<file path="src/sbp_defines.svh">
// constants of the self-programming flash controller
`ifndef SBP_DEFINES_SVH
`define SBP_DEFINES_SVH
// timing
`define SBP_CLK_MHZ       250
`define SBP_PROG_TIME_US  4000
`define SBP_PROG_CYC      (`SBP_PROG_TIME_US * `SBP_CLK_MHZ)
`define SBP_TMR_W         20
// flash geometry, word addresses
`define SBP_ADDR_W        14
`define SBP_HALT_BASE     14'h3800
`define SBP_BOOT_BASE0    14'h3800
`define SBP_BOOT_BASE1    14'h3c00
`define SBP_BOOT_BASE2    14'h3e00
`define SBP_BOOT_BASE3    14'h3f00
// register byte offsets
`define SBP_A_STATUS      8'h00
`define SBP_A_CTRL        8'h04
`define SBP_A_IRQ_STAT    8'h08
`define SBP_A_IRQ_MASK    8'h0c
`define SBP_A_LOCK        8'h10
// field positions
`define SBP_ST_BUSY       0
`define SBP_ST_ACTIVE     1
`define SBP_ST_STALL      2
`define SBP_CT_BUSY_CLR   0
`define SBP_IRQ_DONE      0
`define SBP_IRQ_REFUSED   1
`define SBP_LK_WR_BLOCK   0
`define SBP_LK_LD_BLOCK   1
// reset values
`define SBP_LOCK_RST      2'h3
`define SBP_MASK_RST      2'h0
`endif

</file>
<file path="src/sbp_pkg.sv">
// types of the self-programming flash controller
`default_nettype none
package sbp_pkg;
   typedef enum logic [1:0] {SBP_OP_ERASE, SBP_OP_WRITE, SBP_OP_LOCK, SBP_OP_NONE} sbp_op_e;
   typedef enum logic {SBP_IDLE, SBP_BUSY} sbp_state_e;
endpackage
`default_nettype wire

</file>
<file path="src/sbp_op_if.sv">
// start and completion of one timed flash operation
`timescale 1ns/1ns
`default_nettype none
interface sbp_op_if;
   logic start;
   logic active;
   logic done;
   modport ctrl (output start, input active, input done);
   modport tmr  (input start, output active, output done);
endinterface
`default_nettype wire

</file>
<file path="src/sbp_flag.sv">
// sticky flag whose set wins over its clear
`timescale 1ns/1ns
`default_nettype none
module sbp_flag (
   // clock and reset
   input  wire logic ref_clk,
   input  wire logic srst,
   // control
   input  wire logic set,
   input  wire logic clr,
   // state
   output logic      q
);
   // set has priority so an event in the clear cycle is kept
   always_ff @(posedge ref_clk) begin
      if (srst) begin
         q <= 1'b0;
      end else if (set) begin
         q <= 1'b1;
      end else if (clr) begin
         q <= 1'b0;
      end
   end
endmodule // sbp_flag
`default_nettype wire

</file>
<file path="src/sbp_timer.sv">
// counts the duration of a page erase or page write
`timescale 1ns/1ns
`include "sbp_defines.svh"
`default_nettype none
module sbp_timer #(
   parameter int unsigned CYC = `SBP_PROG_CYC
) (
   // clock and reset
   input  wire logic ref_clk,
   input  wire logic srst,
   // operation handshake
   sbp_op_if.tmr     op
);
   logic [`SBP_TMR_W-1:0] cnt_reg;
   logic                  act_reg;
   logic                  done_reg;

   // run for CYC cycles after start, then pulse done once
   always_ff @(posedge ref_clk) begin
      if (srst) begin
         cnt_reg  <= '0;
         act_reg  <= 1'b0;
         done_reg <= 1'b0;
      end else begin
         done_reg <= 1'b0;
         if (op.start && !act_reg) begin
            cnt_reg <= `SBP_TMR_W'(CYC - 1);
            act_reg <= 1'b1;
         end else if (act_reg) begin
            if (cnt_reg == '0) begin
               act_reg  <= 1'b0;
               done_reg <= 1'b1;
            end else begin
               cnt_reg <= cnt_reg - `SBP_TMR_W'(1);
            end
         end
      end
   end

   assign op.active = act_reg;
   assign op.done   = done_reg;
endmodule // sbp_timer
`default_nettype wire

</file>
<file path="src/sbp_ctrl.sv">
// self-programming flash controller: section decode, locks, stall and busy flag
//
// What this block does
// - store_program_instruction fetched from the application section is ignored.
// - erase or write starts only when issued from boot_loader_section code.
// - from the boot_loader_section any page of the whole flash may be targeted.
// - stall or run decided only by target page address, not execution address.
// - concurrent_read_section target: CPU keeps running, halting_section readable.
// - halting_section target: CPU stalled for the whole erase or write.
// - concurrent_read_section reads are invalid during self-programming.
// - concurrent_read_section is blocked while section_busy_flag reads one.
// - boot_loader_section always lies wholly inside the halting_section.
// - boot_size_fuses set the boot boundary; halting boundary is fixed.
// - two independent lock sets for application and boot_loader_section.
// - application protection comes only from application_lock_set.
// - boot protection comes only from boot_section_lock_set.
// - lock bits are programmed by software; only chip erase clears them (here srst also restores them to 11).
// - lock field 11 free, 10 no write, 00 no write or load, 01 no load.
// - target page address is latched when an operation starts.
//
// Our own choices: the APB interface to the registers and the register addresses.
`timescale 1ns/1ns
`include "sbp_defines.svh"
`default_nettype none
module sbp_ctrl #(
   parameter int unsigned PROG_CYC = `SBP_PROG_CYC
) (
   // clock and reset
   input  wire logic                   ref_clk,
   input  wire logic                   srst,
   // apb slave
   input  wire logic                   psel,
   input  wire logic                   penable,
   input  wire logic                   pwrite,
   input  wire logic [7:0]             paddr,
   input  wire logic [31:0]            pwdata,
   output logic [31:0]                 prdata,
   output logic                        pready,
   output logic                        pslverr,
   // store program requests from the cpu core
   input  wire logic                   spm_valid,
   input  wire sbp_pkg::sbp_op_e       spm_op,
   input  wire logic [`SBP_ADDR_W-1:0] spm_pc,
   input  wire logic [`SBP_ADDR_W-1:0] spm_addr,
   input  wire logic [3:0]             spm_lock_data,
   // cpu fetches and program memory loads
   input  wire logic [`SBP_ADDR_W-1:0] fetch_addr,
   output logic                        fetch_invalid,
   input  wire logic [`SBP_ADDR_W-1:0] load_pc,
   input  wire logic [`SBP_ADDR_W-1:0] load_addr,
   output logic                        load_invalid,
   output logic                        cpu_stall,
   // fuses and external chip erase
   input  wire logic [1:0]             boot_size_fuses,
   input  wire logic                   chip_erase,
   // flash array control
   output logic                        flash_erase,
   output logic                        flash_write,
   output logic [`SBP_ADDR_W-1:0]      flash_page,
   // interrupt
   output logic                        irq
);
   sbp_op_if op ();

   sbp_pkg::sbp_state_e   state_reg;
   logic                  halt_tgt_reg;
   logic                  erase_reg;
   logic                  write_reg;
   logic [`SBP_ADDR_W-1:0] page_reg;
   logic [1:0]            app_lock_reg;
   logic [1:0]            boot_lock_reg;
   logic [1:0]            mask_reg;
   logic [31:0]           rdata_reg;
   logic                  err_reg;
   logic [`SBP_ADDR_W-1:0] boot_base;
   logic                  pc_in_boot;
   logic                  tgt_in_boot;
   logic                  tgt_in_halt;
   logic                  wr_blocked;
   logic                  accept;
   logic                  refuse;
   logic                  start_prog;
   logic                  busy_q;
   logic                  busy_clr;
   logic [1:0]            irq_q;
   logic [1:0]            irq_set;
   logic [1:0]            irq_clr;
   logic                  wr_en;
   logic                  rd_setup;
   logic                  mapped;

   // boot boundary from the fuses, never below the fixed halting boundary
   always_comb begin
      case (boot_size_fuses)
         2'h0:    boot_base = `SBP_BOOT_BASE0;
         2'h1:    boot_base = `SBP_BOOT_BASE1;
         2'h2:    boot_base = `SBP_BOOT_BASE2;
         default: boot_base = `SBP_BOOT_BASE3;
      endcase
      if (boot_base < `SBP_HALT_BASE) begin
         boot_base = `SBP_HALT_BASE;
      end
   end

   // section decode of execution and target addresses
   assign pc_in_boot  = (spm_pc >= boot_base);
   assign tgt_in_boot = (spm_addr >= boot_base);
   assign tgt_in_halt = (spm_addr >= `SBP_HALT_BASE);

   // write protection of the addressed section from its own lock set
   assign wr_blocked = tgt_in_boot ? !boot_lock_reg[`SBP_LK_WR_BLOCK]
                                   : !app_lock_reg[`SBP_LK_WR_BLOCK];

   // a request is taken only when idle and from boot code; erase and write also need the target not write locked
   always_comb begin
      accept = 1'b0;
      if (spm_valid && pc_in_boot && state_reg == sbp_pkg::SBP_IDLE) begin
         case (spm_op)
            sbp_pkg::SBP_OP_ERASE: accept = !wr_blocked;
            sbp_pkg::SBP_OP_WRITE: accept = !wr_blocked;
            sbp_pkg::SBP_OP_LOCK:  accept = 1'b1;
            default:               accept = 1'b0;
         endcase
      end
   end
   assign refuse     = spm_valid && !accept;
   assign start_prog = accept && (spm_op == sbp_pkg::SBP_OP_ERASE
                                  || spm_op == sbp_pkg::SBP_OP_WRITE);
   assign op.start   = start_prog;

   // operation state: idle until started, busy until the timer finishes
   always_ff @(posedge ref_clk) begin
      if (srst) begin
         state_reg <= sbp_pkg::SBP_IDLE;
      end else begin
         case (state_reg)
            sbp_pkg::SBP_IDLE: begin
               if (start_prog) begin
                  state_reg <= sbp_pkg::SBP_BUSY;
               end
            end
            sbp_pkg::SBP_BUSY: begin
               if (op.done) begin
                  state_reg <= sbp_pkg::SBP_IDLE;
               end
            end
            default: state_reg <= sbp_pkg::SBP_IDLE;
         endcase
      end
   end

   // latch target page and kind of operation at the start
   always_ff @(posedge ref_clk) begin
      if (srst) begin
         page_reg     <= '0;
         halt_tgt_reg <= 1'b0;
         erase_reg    <= 1'b0;
         write_reg    <= 1'b0;
      end else if (start_prog) begin
         page_reg     <= spm_addr;
         halt_tgt_reg <= tgt_in_halt;
         erase_reg    <= (spm_op == sbp_pkg::SBP_OP_ERASE);
         write_reg    <= (spm_op == sbp_pkg::SBP_OP_WRITE);
      end else if (op.done) begin
         erase_reg    <= 1'b0;
         write_reg    <= 1'b0;
      end
   end

   sbp_timer #(
      .CYC (PROG_CYC)
   ) u_timer (
      .ref_clk (ref_clk),
      .srst    (srst),
      .op      (op.tmr)
   );

   // lock sets: software only programs bits, chip erase or srst clears them
   always_ff @(posedge ref_clk) begin
      if (srst) begin
         app_lock_reg  <= `SBP_LOCK_RST;
         boot_lock_reg <= `SBP_LOCK_RST;
      end else if (chip_erase) begin
         app_lock_reg  <= `SBP_LOCK_RST;
         boot_lock_reg <= `SBP_LOCK_RST;
      end else if (accept && spm_op == sbp_pkg::SBP_OP_LOCK) begin
         app_lock_reg  <= app_lock_reg & spm_lock_data[1:0];
         boot_lock_reg <= boot_lock_reg & spm_lock_data[3:2];
      end
   end

   // busy flag: set on a concurrent page start, cleared by software when idle
   assign busy_clr = wr_en && paddr == `SBP_A_CTRL && pwdata[`SBP_CT_BUSY_CLR]
                     && state_reg == sbp_pkg::SBP_IDLE;
   sbp_flag u_busy (
      .ref_clk (ref_clk),
      .srst    (srst),
      .set     (start_prog && !tgt_in_halt),
      .clr     (busy_clr),
      .q       (busy_q)
   );

   // stall only for a halting target, for the whole operation
   assign cpu_stall = (state_reg == sbp_pkg::SBP_BUSY) && halt_tgt_reg;

   // concurrent section reads are not valid while it is blocked
   assign fetch_invalid = (busy_q || state_reg == sbp_pkg::SBP_BUSY)
                          && fetch_addr < `SBP_HALT_BASE;

   // loads: blocked by the busy section or by the cross-section load lock
   always_comb begin
      load_invalid = (busy_q || state_reg == sbp_pkg::SBP_BUSY)
                     && load_addr < `SBP_HALT_BASE;
      if (load_pc >= boot_base && load_addr < boot_base
          && !app_lock_reg[`SBP_LK_LD_BLOCK]) begin
         load_invalid = 1'b1;
      end
      if (load_pc < boot_base && load_addr >= boot_base
          && !boot_lock_reg[`SBP_LK_LD_BLOCK]) begin
         load_invalid = 1'b1;
      end
   end

   // flash array drive from the latched operation
   assign flash_erase = erase_reg;
   assign flash_write = write_reg;
   assign flash_page  = page_reg;

   // interrupt events: completion and refused request
   assign irq_set[`SBP_IRQ_DONE]    = op.done;
   assign irq_set[`SBP_IRQ_REFUSED] = refuse;
   assign irq_clr = (wr_en && paddr == `SBP_A_IRQ_STAT) ? pwdata[1:0] : 2'h0;
   for (genvar i = 0; i < 2; i++) begin : g_irq
      sbp_flag u_flag (
         .ref_clk (ref_clk),
         .srst    (srst),
         .set     (irq_set[i]),
         .clr     (irq_clr[i]),
         .q       (irq_q[i])
      );
   end
   assign irq = |(irq_q & mask_reg);

   // apb decode: writes act at the access edge, reads prepared at setup
   assign wr_en    = psel && penable && pwrite;
   assign rd_setup = psel && !penable && !pwrite;
   assign mapped   = paddr == `SBP_A_STATUS || paddr == `SBP_A_CTRL
                     || paddr == `SBP_A_IRQ_STAT || paddr == `SBP_A_IRQ_MASK
                     || paddr == `SBP_A_LOCK;
   assign pready   = 1'b1;
   assign prdata   = rdata_reg;
   assign pslverr  = err_reg && psel && penable;

   // interrupt mask register
   always_ff @(posedge ref_clk) begin
      if (srst) begin
         mask_reg <= `SBP_MASK_RST;
      end else if (wr_en && paddr == `SBP_A_IRQ_MASK) begin
         mask_reg <= pwdata[1:0];
      end
   end

   // read data and error captured in the setup cycle
   always_ff @(posedge ref_clk) begin
      if (srst) begin
         rdata_reg <= 32'h0000_0000;
         err_reg   <= 1'b0;
      end else if (psel && !penable) begin
         err_reg   <= !mapped;
         rdata_reg <= 32'h0000_0000;
         if (rd_setup) begin
            case (paddr)
               `SBP_A_STATUS: begin
                  rdata_reg[`SBP_ST_BUSY]   <= busy_q;
                  rdata_reg[`SBP_ST_ACTIVE] <= (state_reg == sbp_pkg::SBP_BUSY);
                  rdata_reg[`SBP_ST_STALL]  <= cpu_stall;
               end
               `SBP_A_IRQ_STAT: rdata_reg[1:0] <= irq_q;
               `SBP_A_IRQ_MASK: rdata_reg[1:0] <= mask_reg;
               `SBP_A_LOCK:     rdata_reg[3:0] <= {boot_lock_reg, app_lock_reg};
               default:         rdata_reg <= 32'h0000_0000;
            endcase
         end
      end
   end
endmodule // sbp_ctrl
`default_nettype wire

</file>
<file path="config.mk">
export PLATFORM = sky130hd
export DESIGN_NAME = sbp_ctrl
export DESIGN_NICKNAME = d
export VERILOG_FILES = /design/src/sbp_pkg.sv /design/src/sbp_op_if.sv /design/src/sbp_flag.sv /design/src/sbp_timer.sv /design/src/sbp_ctrl.sv
export VERILOG_INCLUDE_DIRS = /design/src
export SDC_FILE = /design/constraint.sdc
export NUM_CORES = 1
export LEC_CHECK = 0
export ABC_CLOCK_PERIOD_IN_PS = 5500
export BUFFER_PORTS_ARGS = -buffer_cell sky130_fd_sc_hd__buf_2
export CAP_MARGIN = 20
export CORE_MARGIN = 10
export CORE_UTILIZATION = 49
export CTS_BUF_LIST = sky130_fd_sc_hd__clkbuf_4
export DETAILED_ROUTE_END_ITERATION = 8
export PLACE_DENSITY_LB_ADDON = 0.1
export SETUP_SLACK_MARGIN = 0.05
export SLEW_MARGIN = 30
export SYNTH_ARGS = -nofsm -noshare
export SYNTH_HDL_FRONTEND = slang
export SYNTH_SLANG_ARGS = --single-unit
</file>
<file path="constraint.sdc">
create_clock -name ref_clk -period 5.5 [get_ports ref_clk]
set_input_delay 0.825 -clock ref_clk [delete_from_list [all_inputs] [get_ports ref_clk]]
set_output_delay 0.825 -clock ref_clk [all_outputs]
set_load 0.02 [all_outputs]
</file>
==> qor.yml <==
run_status:
  outcome: "completed"
power:
  power_frac_clock_pct: 26.4
  switching_share_pct: 29.2
  comb_power_share_pct: 15.1
  peakVddDrop_mv: 0.114
  power_density_mw_per_mm2: 201
  cellLeakagePower_uw: 0.00147
  pwr-share-seq_pct: 58.5
  p_switching_uw: 199
  power.internal_uw: 483
clock_network:
  post_cts_buffers: 0
  ctsHoldBuffers: 0
  insertion_delay_ps: 380
  cts_root_buf: "clkbuf_4"
  tritoncts: "yes"
  cts_buffers: 5
  clkTransAtPathRegs_ps: 140
  cts.repair.resized: 0
  htreeDepth: 2
  clockBufferDepth: 2
  cts_sinks: 54
global_route:
  grt_max_degree: 49
  grt_usage_pct: 14.8
  grt_pass1_wl_um: 12500
  antenna_found_initial: 0
  grt_remaining_overflow: 0
  grt_pass1_vias: 2749
worst_hold_path:
  hold_path.class: "reg2reg"
  hold-path-endpoint: "prdata[3]"
  hold_path_depth: 2
  hold_start: "prdata[3]"
final_layout:
  final_cell_mix: "84 x buf_2, 54 x dfxtp_1, 35 x o21ai_0"
  syn2layout_area_growth_pct: 12.9
  multi_input_area_mm2: 0.00172
  largest_reg_flops: 20
  num_antenna_cells: 0
  drive_gt1_share_pct: 23.4
  seqCellArea_mm2: 0.00108
  finish.instance_area_mm2: 0.00340
  layout_commonest_cell: "buf_2"
  n_fill_cell: 586
  layout.nets: 569
die:
  io_pins: 179
  fp.coreArea_mm2: 0.00596
  dieArea_mm2: 0.00969
  die_w_um: 98.4
  die_h_um: 98.4
  rows: 28
  start_util_pct: 50.6
yosys:
  synth_area_mm2: 0.00301
  synth_area_leaders: "dfxtp_1 36%, buf_4 7.5%, o21ai_0 5.8%"
  synth_ff_type: "dfxtp_1"
  ys_warn_count: 0
  yosysUniqueCellTypes: 53
  synth-async-reset-ratio_pct: 0
  yosys.area.top_type: "dfxtp_1"
  synth_top_area_share_pct: 35.9
  syn_avg_cell_area_um2: 8.37
  syn_inst: 360
  synth-seq-area-share_pct: 35.9
  ys_ff_latch: 54
  synth_edf_count: 0
critical_path:
  worst_setup_path_end_kind: "output pin"
  worst_ep_arrival_time_ps: 2420
  worstSetupPathType: "in2out"
  reg2reg_slack_ps: 3310
  start_kind: "primary input"
  critPathRequiredTime_ps: 4680
  reg2reg_from: "app_lock_reg[0]"
  rr_endpoint: "u_timer.cnt_reg[11]"
  critPathMaxFanout: 6
  r2r.worst_path.cells: 5
placement:
  gp_congestion: 0.810
  dpl.hpwl_um: 5850
  numPortBuffers: 84
  dpl_cell_area_mm2: 0.00334
sta:
  final_hold_viol_count: 0
  setup-tns-final_ps: 0
  slew_headroom_pct: 44.3
  max_freq_ghz: 0.308
  setup_violations: 0
  rsz0062_at_grt: "no"
  slew_viol_final: 0
  fin_crit_sh_pct: 59.0
  fin_skew_ps: 19.1
  tightestPinTransition_ps: 835
  fin_crit_ps: 3240
flow_run:
  maxCapViolations: 0
route:
  wl_per_cell_um: 14.7
  viasPerCell: 5.42
  drt_wl_total_um: 7520
  ant_nets: 0
  drc_errors: 0
  vias: 2763
  drt_iter0_markers: 119
  dr.pass1.iters: 4
final cells by class:
type | instances | share of cell area (%)
clock inverter | 3 | 0.735
tap | 75 | 2.76
multi-input combinational | 283 | 50.6
sequential | 54 | 31.8
timing repair buffer | 84 | 12.4
clock buffer | 5 | 1.10
inverter | 6 | 0.662
worst max-delay path by stage:
stage	start	end	slack (ps)
2_1_floorplan	boot_size_fuses[1]	load_invalid	2600
3_3_place_gp	boot_size_fuses[1]	u_timer.cnt_reg[11]	2110
3_5_place_dp	boot_size_fuses[1]	u_timer.cnt_reg[11]	2110
4_1_cts	boot_size_fuses[1]	load_invalid	2240
5_1_grt	boot_size_fuses[1]	load_invalid	2120
6_report	boot_size_fuses[1]	load_invalid	2260
per-layer routing:
layer | vias up | global-route usage (%) | part of all wire (%) | routed length, µm
li1 | 1403 | - | - | -
met1 | 1269 | 17.6 | 43 | 3240
met2 | 84 | 24.3 | 48 | 3610
met3 | 7 | 5.73 | 7.9 | 597
met4 | 0 | 3.75 | 1.0 | 75
met5 | - | 0 | 0 | 0
cell families (layout without fill, tap and decap cells):
| family | after synthesis | in the layout | share of synthesized area, % |
|---|---|---|---|
| other | 2 | 29 | 0.249 |
| xor gates and xnor gates | 16 | 16 | 4.65 |
| buffers and inverters | 50 | 98 | 10.5 |
| adders and majority gates | 10 | 10 | 4.15 |
| DFF | 54 | 54 | 35.9 |
| and+or+nand+nor | 130 | 130 | 23.9 |
| AOI/OAI and AO/OA | 91 | 91 | 18.1 |
| muxes | 7 | 7 | 2.66 |
stage by stage:
stage | worst slack [ps] | utilization [%] | std cells | hold WS (ps) | power, µW
final | 2260 | 57.1 | 510 | 468 | 683
after global routing | 2120 | 57.1 | 510 | 482 | 718
after CTS | 2240 | 57.1 | 510 | 474 | 690
after detailed placement | 2110 | 56.0 | 502 | 454 | 509
after global placement | 2110 | 56.0 | 502 | 439 | 508
after floorplan | 2600 | - | 387 | 427 | 489
cell usage after synthesis (4+ instances only):
library cell  number
a21oi_1           24
a31oi_1            6
and2_1            10
and3_1             6
buf_4             30
clkbuf_1          11
dfxtp_1           54
ha_1              10
inv_1              6
mux2_2             4
nand2_1           16
nand3_1           24
nand3b_1           4
nand4_1            8
nand4b_1           4
nor2_1            22
nor3_1            10
nor4_1             8
o211ai_1           6
o21ai_0           35
xnor2_1            8
xor2_1             8
power groups by stage:
stage	clock network, µW	registers, µW	logic [µW]
after floorplan	0	407	81.4
after global placement	0	407	101
after detailed placement	0	407	102
after CTS	188	399	102
after global routing	202	400	116
final	180	399	103
worst max-delay path, stage by stage:
cell,delay [ps]
buf_2,130
nor2_1,270
ha_1,290
o21ai_0,80
a31oi_1,60
o2111ai_1,220
nor3_1,80
a311o_1,310
buf_2,160
(Power assumes the default switching activity.)
